==> src/rtl/sfsr_pkg.sv <==
// Purpose: Shared constants and types for the suspend/resume parameter block
// Assumes: 50 MHz system clock, AXI4-Lite register access
// Notes: Parameter dword fields are packed most significant first

package sfsr_pkg;

  // ----------------------------------------------------------------------
  // Parameter dword layout
  // ----------------------------------------------------------------------
  typedef struct packed {
    logic       unsupported;
    logic [1:0] erase_lat_unit;
    logic [4:0] erase_lat_count;
    logic [3:0] erase_gap_count;
    logic [1:0] prog_lat_unit;
    logic [4:0] prog_lat_count;
    logic [3:0] prog_gap_count;
    logic       reserved_one;
    logic [3:0] erase_susp_ban;
    logic [3:0] prog_susp_ban;
  } sfsr_dw12_s;

  localparam logic [1:0] UNIT_128NS = 2'h0;
  localparam logic [1:0] UNIT_1US = 2'h1;
  localparam logic [1:0] UNIT_8US = 2'h2;
  localparam logic [1:0] UNIT_64US = 2'h3;

  localparam sfsr_dw12_s DW12_VALUE = '{
    unsupported: 1'h0,
    erase_lat_unit: UNIT_1US,
    erase_lat_count: 5'h13,
    erase_gap_count: 4'h1,
    prog_lat_unit: UNIT_1US,
    prog_lat_count: 5'h13,
    prog_gap_count: 4'h1,
    reserved_one: 1'h1,
    erase_susp_ban: 4'hc,
    prog_susp_ban: 4'hc
  };

  // Relative byte addresses of the dword inside the parameter table
  localparam logic [7:0] SFDP_DW12_BYTE0 = 8'h2c;
  localparam logic [7:0] SFDP_DW12_BYTE3 = 8'h2f;

  // ----------------------------------------------------------------------
  // Register map (byte addresses)
  // ----------------------------------------------------------------------
  localparam logic [7:0] REG_CTRL = 8'h00;
  localparam logic [7:0] REG_STATUS = 8'h04;
  localparam logic [7:0] REG_SEL = 8'h08;
  localparam logic [7:0] REG_BYTE = 8'h0c;
  localparam logic [7:0] REG_PARAM = 8'h2c;

  // Control bits (write one to act)
  localparam int CTRL_ERASE = 0;
  localparam int CTRL_PROG = 1;
  localparam int CTRL_SUSPEND = 2;
  localparam int CTRL_RESUME = 3;

  // Status bits
  localparam int ST_ERASE_RUN = 0;
  localparam int ST_PROG_RUN = 1;
  localparam int ST_HALTING = 2;
  localparam int ST_ERASE_SUSP = 3;
  localparam int ST_PROG_SUSP = 4;
  localparam int ST_GAP_OPEN = 5;
  localparam int ST_ERR_EARLY = 8;
  localparam int ST_ERR_BANNED = 9;
  localparam int ST_DONE = 10;

  localparam logic [7:0] SEL_RESET = 8'h2c;
  localparam logic [1:0] RESP_OKAY = 2'h0;
  localparam logic [1:0] RESP_SLVERR = 2'h2;

  // ----------------------------------------------------------------------
  // Timing
  // ----------------------------------------------------------------------
  localparam int CLK_PERIOD_NS = 20;
  localparam int SUSPEND_LATENCY_NS = 20000;
  localparam int RESUME_GAP_NS = 128000;
  // Longest time rounds down, least time rounds up
  localparam int SUSPEND_LATENCY_CYCLES = SUSPEND_LATENCY_NS / CLK_PERIOD_NS;
  localparam int RESUME_GAP_CYCLES = (RESUME_GAP_NS + CLK_PERIOD_NS - 1) / CLK_PERIOD_NS;
  localparam int HALT_CYCLES_DEFAULT = 16;
  localparam int OP_CYCLES_DEFAULT = 50000;
  localparam int TIMER_W = 16;

  typedef enum {
    OP_IDLE,
    OP_ERASE,
    OP_PROG,
    OP_HALT,
    OP_ERASE_SUSP,
    OP_PROG_SUSP
  } sfsr_op_e;

endpackage

==> src/rtl/sfsr_timer.sv <==
// Purpose: Loadable down counter used for operation time and suspend timing
// Assumes: Single clock, synchronised active-low reset
// Notes: Holds its value while run is low, so a suspended operation keeps its remainder

`timescale 1ns/1ps

module sfsr_timer
(
  input wire logic i_clock,
  input wire logic i_rst_n,
  input wire logic i_load,
  input wire logic [sfsr_pkg::TIMER_W-1:0] i_value,
  input wire logic i_run,
  output logic o_zero
);

  logic [sfsr_pkg::TIMER_W-1:0] count_q;

  always_ff @(posedge i_clock or negedge i_rst_n)
  begin
    if (!i_rst_n)
    begin
      count_q <= '0;
    end
    else if (i_load)
    begin
      count_q <= i_value;
    end
    else if (i_run && (count_q != '0))
    begin
      count_q <= count_q - 1'b1;
    end
  end

  assign o_zero = (count_q == '0);

endmodule

==> src/rtl/sfsr_top.sv <==
// Purpose: Suspend/resume parameter dword and a suspendable erase/program sequencer
// Assumes: 50 MHz clock, AXI4-Lite master, host keeps its own suspend timing duties
// Notes: Early or banned host requests are refused and flagged in status

`timescale 1ns/1ps

module sfsr_top
#(
  parameter int RESUME_GAP = sfsr_pkg::RESUME_GAP_CYCLES,
  parameter int HALT_CYCLES = sfsr_pkg::HALT_CYCLES_DEFAULT,
  parameter int OP_CYCLES = sfsr_pkg::OP_CYCLES_DEFAULT
)
(
  input wire logic i_clock,
  input wire logic i_rstn,
  input wire logic i_awvalid,
  output logic o_awready,
  input wire logic [7:0] i_awaddr,
  input wire logic i_wvalid,
  output logic o_wready,
  input wire logic [31:0] i_wdata,
  input wire logic [3:0] i_wstrb,
  output logic o_bvalid,
  input wire logic i_bready,
  output logic [1:0] o_bresp,
  input wire logic i_arvalid,
  output logic o_arready,
  input wire logic [7:0] i_araddr,
  output logic o_rvalid,
  input wire logic i_rready,
  output logic [31:0] o_rdata,
  output logic [1:0] o_rresp
);

  // ----------------------------------------------------------------------
  // Reset release
  // ----------------------------------------------------------------------
  logic rst_meta_q;
  logic rst_n_q;

  always_ff @(posedge i_clock or negedge i_rstn)
  begin
    if (!i_rstn)
    begin
      rst_meta_q <= 1'b0;
      rst_n_q <= 1'b0;
    end
    else
    begin
      rst_meta_q <= 1'b1;
      rst_n_q <= rst_meta_q;
    end
  end

  // ----------------------------------------------------------------------
  // Parameter table lookup
  // ----------------------------------------------------------------------
  localparam logic [31:0] DW12 = sfsr_pkg::DW12_VALUE;

  // Bytes outside the dword read zero
  function automatic logic [7:0] sfdp_byte(input logic [7:0] addr);
    sfdp_byte = ((addr < sfsr_pkg::SFDP_DW12_BYTE0) || (addr > sfsr_pkg::SFDP_DW12_BYTE3)) ?
      8'h00 : DW12[{addr[1:0], 3'h0} +: 8];
  endfunction

  // ----------------------------------------------------------------------
  // AXI4-Lite write channel
  // ----------------------------------------------------------------------
  logic aw_held_q;
  logic w_held_q;
  logic [7:0] awaddr_q;
  logic [31:0] wdata_q;
  logic [3:0] wstrb_q;
  logic bvalid_q;
  logic [1:0] bresp_q;
  logic wr_fire;
  logic wr_mapped;

  assign o_awready = !aw_held_q && !bvalid_q;
  assign o_wready = !w_held_q && !bvalid_q;
  assign o_bvalid = bvalid_q;
  assign o_bresp = bresp_q;
  assign wr_fire = aw_held_q && w_held_q && !bvalid_q;
  assign wr_mapped = (awaddr_q == sfsr_pkg::REG_CTRL) || (awaddr_q == sfsr_pkg::REG_STATUS)
    || (awaddr_q == sfsr_pkg::REG_SEL) || (awaddr_q == sfsr_pkg::REG_BYTE)
    || (awaddr_q == sfsr_pkg::REG_PARAM);

  always_ff @(posedge i_clock or negedge rst_n_q)
  begin
    if (!rst_n_q)
    begin
      aw_held_q <= 1'b0;
      awaddr_q <= '0;
    end
    else if (o_awready && i_awvalid)
    begin
      aw_held_q <= 1'b1;
      awaddr_q <= {i_awaddr[7:2], 2'h0};
    end
    else if (wr_fire)
    begin
      aw_held_q <= 1'b0;
    end
  end

  always_ff @(posedge i_clock or negedge rst_n_q)
  begin
    if (!rst_n_q)
    begin
      w_held_q <= 1'b0;
      wdata_q <= '0;
      wstrb_q <= '0;
    end
    else if (o_wready && i_wvalid)
    begin
      w_held_q <= 1'b1;
      wdata_q <= i_wdata;
      wstrb_q <= i_wstrb;
    end
    else if (wr_fire)
    begin
      w_held_q <= 1'b0;
    end
  end

  always_ff @(posedge i_clock or negedge rst_n_q)
  begin
    if (!rst_n_q)
    begin
      bvalid_q <= 1'b0;
      bresp_q <= sfsr_pkg::RESP_OKAY;
    end
    else if (wr_fire)
    begin
      bvalid_q <= 1'b1;
      bresp_q <= wr_mapped ? sfsr_pkg::RESP_OKAY : sfsr_pkg::RESP_SLVERR;
    end
    else if (i_bready)
    begin
      bvalid_q <= 1'b0;
    end
  end

  // Decoded write pulses, low byte lane carries the commands
  logic cmd_wr;
  logic clr_wr;
  logic [3:0] cmd;
  logic [2:0] clr;

  assign cmd_wr = wr_fire && (awaddr_q == sfsr_pkg::REG_CTRL) && wstrb_q[0];
  assign clr_wr = wr_fire && (awaddr_q == sfsr_pkg::REG_STATUS) && wstrb_q[1];
  assign cmd = cmd_wr ? wdata_q[3:0] : 4'h0;
  assign clr = clr_wr ? wdata_q[10:8] : 3'h0;

  logic [7:0] sel_q;

  always_ff @(posedge i_clock or negedge rst_n_q)
  begin
    if (!rst_n_q)
    begin
      sel_q <= sfsr_pkg::SEL_RESET;
    end
    else if (wr_fire && (awaddr_q == sfsr_pkg::REG_SEL) && wstrb_q[0])
    begin
      sel_q <= wdata_q[7:0];
    end
  end

  // ----------------------------------------------------------------------
  // Erase / program sequencer
  // ----------------------------------------------------------------------
  sfsr_pkg::sfsr_op_e op_q;
  logic halt_erase_q;
  logic op_zero;
  logic aux_zero;
  logic op_load;
  logic aux_load;
  logic [sfsr_pkg::TIMER_W-1:0] aux_value;
  logic start_op;
  logic susp_ok;
  logic susp_early;
  logic banned;
  logic resume;

  localparam logic [sfsr_pkg::TIMER_W-1:0] OP_LEN = sfsr_pkg::TIMER_W'(OP_CYCLES);
  localparam logic [sfsr_pkg::TIMER_W-1:0] GAP_LEN = sfsr_pkg::TIMER_W'(RESUME_GAP);
  // Halt delay is capped at the advertised latency; at the cap the halt lasts one cycle past the reported figure
  localparam logic [sfsr_pkg::TIMER_W-1:0] HALT_LEN = sfsr_pkg::TIMER_W'(
    (HALT_CYCLES > sfsr_pkg::SUSPEND_LATENCY_CYCLES) ?
    sfsr_pkg::SUSPEND_LATENCY_CYCLES : HALT_CYCLES);

  assign start_op = (op_q == sfsr_pkg::OP_IDLE) && (cmd[sfsr_pkg::CTRL_ERASE]
    || cmd[sfsr_pkg::CTRL_PROG]);
  assign susp_ok = ((op_q == sfsr_pkg::OP_ERASE) || (op_q == sfsr_pkg::OP_PROG)) && !op_zero
    && cmd[sfsr_pkg::CTRL_SUSPEND] && aux_zero;
  // The resume gap is the host's duty; a suspend inside it is refused
  assign susp_early = ((op_q == sfsr_pkg::OP_ERASE) || (op_q == sfsr_pkg::OP_PROG)) && !op_zero
    && cmd[sfsr_pkg::CTRL_SUSPEND] && !aux_zero;
  // No erase or page program may start while anything is suspended
  assign banned = ((op_q == sfsr_pkg::OP_ERASE_SUSP) || (op_q == sfsr_pkg::OP_PROG_SUSP))
    && (cmd[sfsr_pkg::CTRL_ERASE] || cmd[sfsr_pkg::CTRL_PROG]);
  assign resume = ((op_q == sfsr_pkg::OP_ERASE_SUSP) || (op_q == sfsr_pkg::OP_PROG_SUSP))
    && cmd[sfsr_pkg::CTRL_RESUME];

  assign op_load = start_op;
  assign aux_load = start_op || susp_ok || resume;
  assign aux_value = start_op ? '0 : (susp_ok ? HALT_LEN : GAP_LEN);

  always_ff @(posedge i_clock or negedge rst_n_q)
  begin
    if (!rst_n_q)
    begin
      op_q <= sfsr_pkg::OP_IDLE;
      halt_erase_q <= 1'b0;
    end
    else
    begin
      unique case (op_q)
        sfsr_pkg::OP_IDLE:
        begin
          if (start_op)
          begin
            op_q <= cmd[sfsr_pkg::CTRL_ERASE] ? sfsr_pkg::OP_ERASE : sfsr_pkg::OP_PROG;
          end
        end
        sfsr_pkg::OP_ERASE, sfsr_pkg::OP_PROG:
        begin
          if (op_zero)
          begin
            op_q <= sfsr_pkg::OP_IDLE;
          end
          else if (susp_ok)
          begin
            op_q <= sfsr_pkg::OP_HALT;
            halt_erase_q <= (op_q == sfsr_pkg::OP_ERASE);
          end
        end
        sfsr_pkg::OP_HALT:
        begin
          // Halt ends HALT_LEN+1 cycles after the request is taken, within the advertised latency only while HALT_LEN is below the cap
          if (aux_zero)
          begin
            op_q <= halt_erase_q ? sfsr_pkg::OP_ERASE_SUSP : sfsr_pkg::OP_PROG_SUSP;
          end
        end
        sfsr_pkg::OP_ERASE_SUSP, sfsr_pkg::OP_PROG_SUSP:
        begin
          if (resume)
          begin
            op_q <= (op_q == sfsr_pkg::OP_ERASE_SUSP) ? sfsr_pkg::OP_ERASE : sfsr_pkg::OP_PROG;
          end
        end
      endcase
    end
  end

  sfsr_timer u_op_timer
  (
    .i_clock(i_clock),
    .i_rst_n(rst_n_q),
    .i_load(op_load),
    .i_value(OP_LEN),
    .i_run((op_q == sfsr_pkg::OP_ERASE) || (op_q == sfsr_pkg::OP_PROG)),
    .o_zero(op_zero)
  );

  sfsr_timer u_aux_timer
  (
    .i_clock(i_clock),
    .i_rst_n(rst_n_q),
    .i_load(aux_load),
    .i_value(aux_value),
    .i_run(1'b1),
    .o_zero(aux_zero)
  );

  // ----------------------------------------------------------------------
  // Sticky status flags, a new event wins over a clear
  // ----------------------------------------------------------------------
  logic err_early_q;
  logic err_banned_q;
  logic done_q;
  logic op_done;

  assign op_done = ((op_q == sfsr_pkg::OP_ERASE) || (op_q == sfsr_pkg::OP_PROG)) && op_zero;

  always_ff @(posedge i_clock or negedge rst_n_q)
  begin
    if (!rst_n_q)
    begin
      err_early_q <= 1'b0;
      err_banned_q <= 1'b0;
      done_q <= 1'b0;
    end
    else
    begin
      err_early_q <= susp_early || (err_early_q && !clr[0]);
      err_banned_q <= banned || (err_banned_q && !clr[1]);
      done_q <= op_done || (done_q && !clr[2]);
    end
  end

  logic [31:0] status;

  always_comb
  begin
    status = '0;
    status[sfsr_pkg::ST_ERASE_RUN] = (op_q == sfsr_pkg::OP_ERASE);
    status[sfsr_pkg::ST_PROG_RUN] = (op_q == sfsr_pkg::OP_PROG);
    status[sfsr_pkg::ST_HALTING] = (op_q == sfsr_pkg::OP_HALT);
    status[sfsr_pkg::ST_ERASE_SUSP] = (op_q == sfsr_pkg::OP_ERASE_SUSP);
    status[sfsr_pkg::ST_PROG_SUSP] = (op_q == sfsr_pkg::OP_PROG_SUSP);
    status[sfsr_pkg::ST_GAP_OPEN] = !aux_zero && (op_q != sfsr_pkg::OP_HALT);
    status[sfsr_pkg::ST_ERR_EARLY] = err_early_q;
    status[sfsr_pkg::ST_ERR_BANNED] = err_banned_q;
    status[sfsr_pkg::ST_DONE] = done_q;
  end

  // ----------------------------------------------------------------------
  // AXI4-Lite read channel
  // ----------------------------------------------------------------------
  logic rvalid_q;
  logic [31:0] rdata_q;
  logic [1:0] rresp_q;
  logic [7:0] raddr;

  assign o_arready = !rvalid_q;
  assign o_rvalid = rvalid_q;
  assign o_rdata = rdata_q;
  assign o_rresp = rresp_q;
  assign raddr = {i_araddr[7:2], 2'h0};

  always_ff @(posedge i_clock or negedge rst_n_q)
  begin
    if (!rst_n_q)
    begin
      rvalid_q <= 1'b0;
      rdata_q <= '0;
      rresp_q <= sfsr_pkg::RESP_OKAY;
    end
    else if (i_arvalid && !rvalid_q)
    begin
      rvalid_q <= 1'b1;
      rresp_q <= sfsr_pkg::RESP_OKAY;
      unique case (raddr)
        sfsr_pkg::REG_CTRL: rdata_q <= '0;
        sfsr_pkg::REG_STATUS: rdata_q <= status;
        sfsr_pkg::REG_SEL: rdata_q <= {24'h0, sel_q};
        sfsr_pkg::REG_BYTE: rdata_q <= {24'h0, sfdp_byte(sel_q)};
        sfsr_pkg::REG_PARAM: rdata_q <= DW12;
        default:
        begin
          rdata_q <= '0;
          rresp_q <= sfsr_pkg::RESP_SLVERR;
        end
      endcase
    end
    else if (i_rready)
    begin
      rvalid_q <= 1'b0;
    end
  end

endmodule

==> config.mk <==
export PLATFORM = sky130hd
export DESIGN_NAME = sfsr_top
export DESIGN_NICKNAME = d
export VERILOG_FILES = /design/src/rtl/sfsr_pkg.sv /design/src/rtl/sfsr_timer.sv /design/src/rtl/sfsr_top.sv
export SDC_FILE = /design/constraint.sdc
export NUM_CORES = 1
export LEC_CHECK = 0
export ABC_CLOCK_PERIOD_IN_PS = 3200
export CORE_UTILIZATION = 64
export CTS_BUF_LIST = sky130_fd_sc_hd__clkbuf_16
export CTS_CLUSTER_SIZE = 14
export DETAILED_ROUTE_END_ITERATION = 6
export DONT_BUFFER_PORTS = 1
export GPL_TIMING_DRIVEN = 0
export PLACE_DENSITY = 0.81
export SLEW_MARGIN = 20
export SYNTH_ARGS = -nofsm -noshare
export SYNTH_HDL_FRONTEND = slang
export SYNTH_HIERARCHICAL = 1
export SYNTH_SLANG_ARGS = --single-unit
==> constraint.sdc <==
create_clock -name i_clock -period 3.2 [get_ports i_clock]
set_input_delay 0.16 -clock i_clock [delete_from_list [all_inputs] [get_ports i_clock]]
set_output_delay 0.16 -clock i_clock [all_outputs]
set_load 0.05 [all_outputs]
==> results.py <==
metrics = {
    "pwr": {
        "pwr-share-clk_pct": 24.0,
        "power.internal_mw": 2.62,
        "p_switching_mw": 1.74,
        "seqPwrFrac_pct": 43.6,
        "power_density_nw_per_um2": 737,
        "swShare_pct": 39.9,
        "ir_worst_vdd_uv": 643,
        "combPwrFrac_pct": 32.4,
        "p_leak_nw": 2.44,
    },
    "final_layout": {
        "fin_cells": 718,
        "design_area_um2": 5920,
        "drive_gt1_share_pct": 17.8,
        "n_fill_cell": 480,
        "area_growth_pct": 18.8,
        "n_antenna_cell": 0,
        "nets": 675,
    },
    "clock_tree": {
        "path_clk_slew_ns": 0.07,
        "clk_path_buf_depth": 2,
        "cts_tree": "yes",
        "clock_tree.root_cell": "clkbuf_16",
        "h-tree-depth": 3,
        "cts_made_buffers": 9,
        "clock_latency_ns": 0.35,
        "numClockSinks": 86,
    },
    "synthesis": {
        "postSynth.asyncResetShare_pct": 100,
        "synth_top_area_share_pct": 41.7,
        "yosysSeqAreaShare_pct": 43.3,
        "synth_edf_count": 0,
        "yosysWarnings": 6,
        "synth.cell_area_um2": 4980,
        "synth.distinct_cells": 60,
        "synthCells": 529,
        "post_synth.cell_area_avg_um2": 9.41,
        "yosys.area.top_type": "dfrtp_1",
        "synth.area.top_cells": "dfrtp_1, mux2_2, nand2_1",
        "postSynthRegisterBits": 86,
        "synthFlopType": "dfrtp_1",
    },
    "sta": {
        "final-hold-violation-count": 0,
        "finalSetupTns_ns": 0,
        "timing.slew.headroom_pct": 39.0,
        "finalMaxSlewViolations": 0,
        "tightest_slew_ns": 0.903,
        "rsz0062_at_grt": "false",
        "hold_ws_ns": 0.0248,
        "max_freq_mhz": 339,
        "fin_ws_ns": 0.251,
        "finalCritPeriodShare_pct": 92.2,
        "period_needed_ns": 2.95,
        "fin_skew_ns": 0.0136,
        "setup_viol": 0,
    },
    "setup_path": {
        "critical-path-max-stage-delay_ns": 0.39,
        "cpMostUsedCell": "nor2_1",
        "startpoint_type": "flop",
        "cp.required_ns": 3.46,
        "reg2reg_from": "u_op_timer/count_q[0]",
        "crit_type": "flop to flop",
        "r2r_cells": 15,
        "cp.arrival_ns": 3.21,
        "path_cells": "inv_1, ha_1, nor4b_4, nand4_1, inv_2, nand3b_1, o22a_1, nor2_1, a31oi_1, nor2_1, clkbuf_2, inv_2, clkbuf_4, nor2_1, a31oi_1",
        "crit_fanout": 10,
        "crit_buf_inv": 5,
        "slowest_stage": "dfrtp_1",
        "path_delay_family": "simple AND/OR/NAND/NOR gates",
        "r2r_end": "u_aux_timer/count_q[12]",
        "rrSetupSlack_ns": 0.25,
        "critPathCaptureType": "flop",
    },
    "run_status": {
        "status": "finished, final reports clean",
    },
    "routing": {
        "via_per_inst": 5.99,
        "final_antenna_net_count": 0,
        "first_pass_iters": 5,
        "wl_met2_um": 5760,
        "drc": 0,
        "wl_per_cell_um": 16.2,
        "wl_um": 11600,
        "highest_layer": "met4",
        "drt-met1-wl_um": 4720,
        "drt_iter0_drc": 328,
        "dr_wl_met3_um": 969,
        "vias": 4303,
    },
    "floorplanning": {
        "die_area_um2": 8140,
        "io-pin-count": 100,
        "start_util_pct": 67.6,
        "die_x_um": 90.2,
        "core_area_um2": 7370,
        "rows": 31,
        "die_h_um": 90.2,
    },
    "placement": {
        "dpl.cell_count": 675,
        "dp_slack_ns": -0.574,
        "post-dp-hpwl_um": 7690,
        "dpl_cell_area_um2": 5300,
        "io_buffers": 0,
        "place_congestion": 0.927,
    },
    "job": {
        "drv_cap": 0,
    },
    "global_route": {
        "grt_max_degree": 44,
        "grt_usage_pct": 30.0,
        "grt_antenna_before_repair": 0,
        "grt_pass1_vias": 4128,
        "grt_pass1_wl_um": 19500,
        "grt_overflow_total": 0,
    },
    "min_path": {
        "min_to": "o_rdata[0]",
        "min_path_cells": 3,
        "hp-class": "input pin to flop",
        "hp-start": "i_araddr[5]",
    },
}
-- state kept, by name, summed over array words and instances (netlist names), 2 cells and up --
register and cells:
awaddr_q 6, o_rdata 12, op_q 3, sel_q 8
u_aux_timer/count_q 16, u_op_timer/count_q 16, wdata_q 11, wstrb_q 2
-- worst register-to-register path, stage by stage, from the launching register on --
cell      delay [ns]
dfrtp_1         0.39
inv_1           0.09
ha_1            0.22
nor4b_4         0.31
nand4_1         0.27
inv_2           0.22
nand3b_1        0.21
o22a_1          0.17
nor2_1          0.05
a31oi_1         0.15
nor2_1          0.05
clkbuf_2        0.19
inv_2           0.14
clkbuf_4        0.22
nor2_1          0.07
a31oi_1         0.13
-- final cells by class --
class | count | area [µm²] | share of cell area (%)
inverters | 16 | 60.1 | 1.02
clock inverters | 7 | 68.8 | 1.16
repair buffers | 29 | 285 | 4.82
multi-input cells | 428 | 2720 | 46.0
plain buffers | 44 | 274 | 4.63
flip-flops and latches | 86 | 2160 | 36.5
well taps | 99 | 124 | 2.09
clock buffers | 9 | 225 | 3.81
-- placed cells by master (no fill, tap or decap), types with 12 or more instances in the layout --
cell type	n
o21ai_1	12
inv_1	13
nor2_1	45
nor3_1	14
buf_4	28
a21oi_1	25
conb_1	48
dfrtp_1	81
clkbuf_1	13
o21ai_0	23
dlygate4sd3_1	22
a31oi_1	16
mux2_2	29
nand2_1	64
-- logic make-up after synthesis --
| logic type | count (synthesis) | synth area share (%) |
|---|---|---|
| AOI/OAI and AO/OA | 118 | 15.9 |
| xor gates and xnor gates | 3 | 0.528 |
| adders and majority gates | 4 | 0.905 |
| buffers and inverters | 61 | 6.63 |
| DFF | 86 | 43.3 |
| muxes | 37 | 8.24 |
| other | 2 | 0.151 |
| and+or+nand+nor | 218 | 24.3 |
-- how the worst max path moves through the flow --
stage | from | end | slack (ns) | cells after the start
after floorplan | u_op_timer/count_q[0] | u_aux_timer/count_q[12] | 0.20 | 16
after global placement | u_aux_timer/count_q[0] | u_aux_timer/count_q[12] | -0.53 | 15
after detailed placement | u_op_timer/count_q[0] | u_aux_timer/count_q[12] | -0.57 | 16
after CTS | u_aux_timer/count_q[7] | u_aux_timer/count_q[12] | 0.03 | 13
after global routing | u_op_timer/count_q[0] | u_aux_timer/count_q[12] | 0.01 | 15
final | u_op_timer/count_q[0] | u_aux_timer/count_q[12] | 0.25 | 15
-- power by group through the flow --
stage	logic [mW]	clock network, mW	registers, mW
after CTS	1.39	1.05	1.87
after detailed placement	1.34	0	1.88
after global routing	1.56	1.10	1.95
final	1.41	1.04	1.90
after floorplan	1.13	0	1.77
after global placement	1.26	0	1.86
-- stage by stage --
step / power [mW] / utilization (%)
floorplan: 2.90 / -
global placement: 3.12 / 71.6
detailed placement: 3.21 / 71.9
CTS: 4.31 / 79.5
global route: 4.60 / 80.3
finish: 4.36 / 80.3
-- repair_timing --
item / in CTS / in global routing
setup buffers: 0 / 6
hold buffers: 22 / 0
setup endpoints to repair: 16 / 24
gates resized for setup: 9 / 10
endpoints found under the hold margin: 23 / 0
-- Yosys cell counts (all sizes together) (3+ instances only) --
cell and count:
a31oi 16, nand2 64, nand3 7, nand2b 3, nor2 45, nor4b 6, xnor2 3, dfrtp 83
o31ai 6, nand3b 3, a22oi 3, nor2b 11, dfstp 3, or4b 5, inv 16, nor3 16
a21oi 25, or3 7, nand4 8, o41ai 6, and2 6, buf 27, o21ai 35, nor3b 4
nand4b 6, or4 11, clkbuf 18, mux2i 5, a22o 3, a2111oi 3, mux2 32, o22ai 4
nor4 13
-- metal layers --
layer	vias up	track usage (%)
li1	2053	-
met1	1997	37.6
met2	227	49.9
met3	26	8.97
met4	0	9.68
met5	-	0
Note: power is estimated with default switching activity, not from simulation.
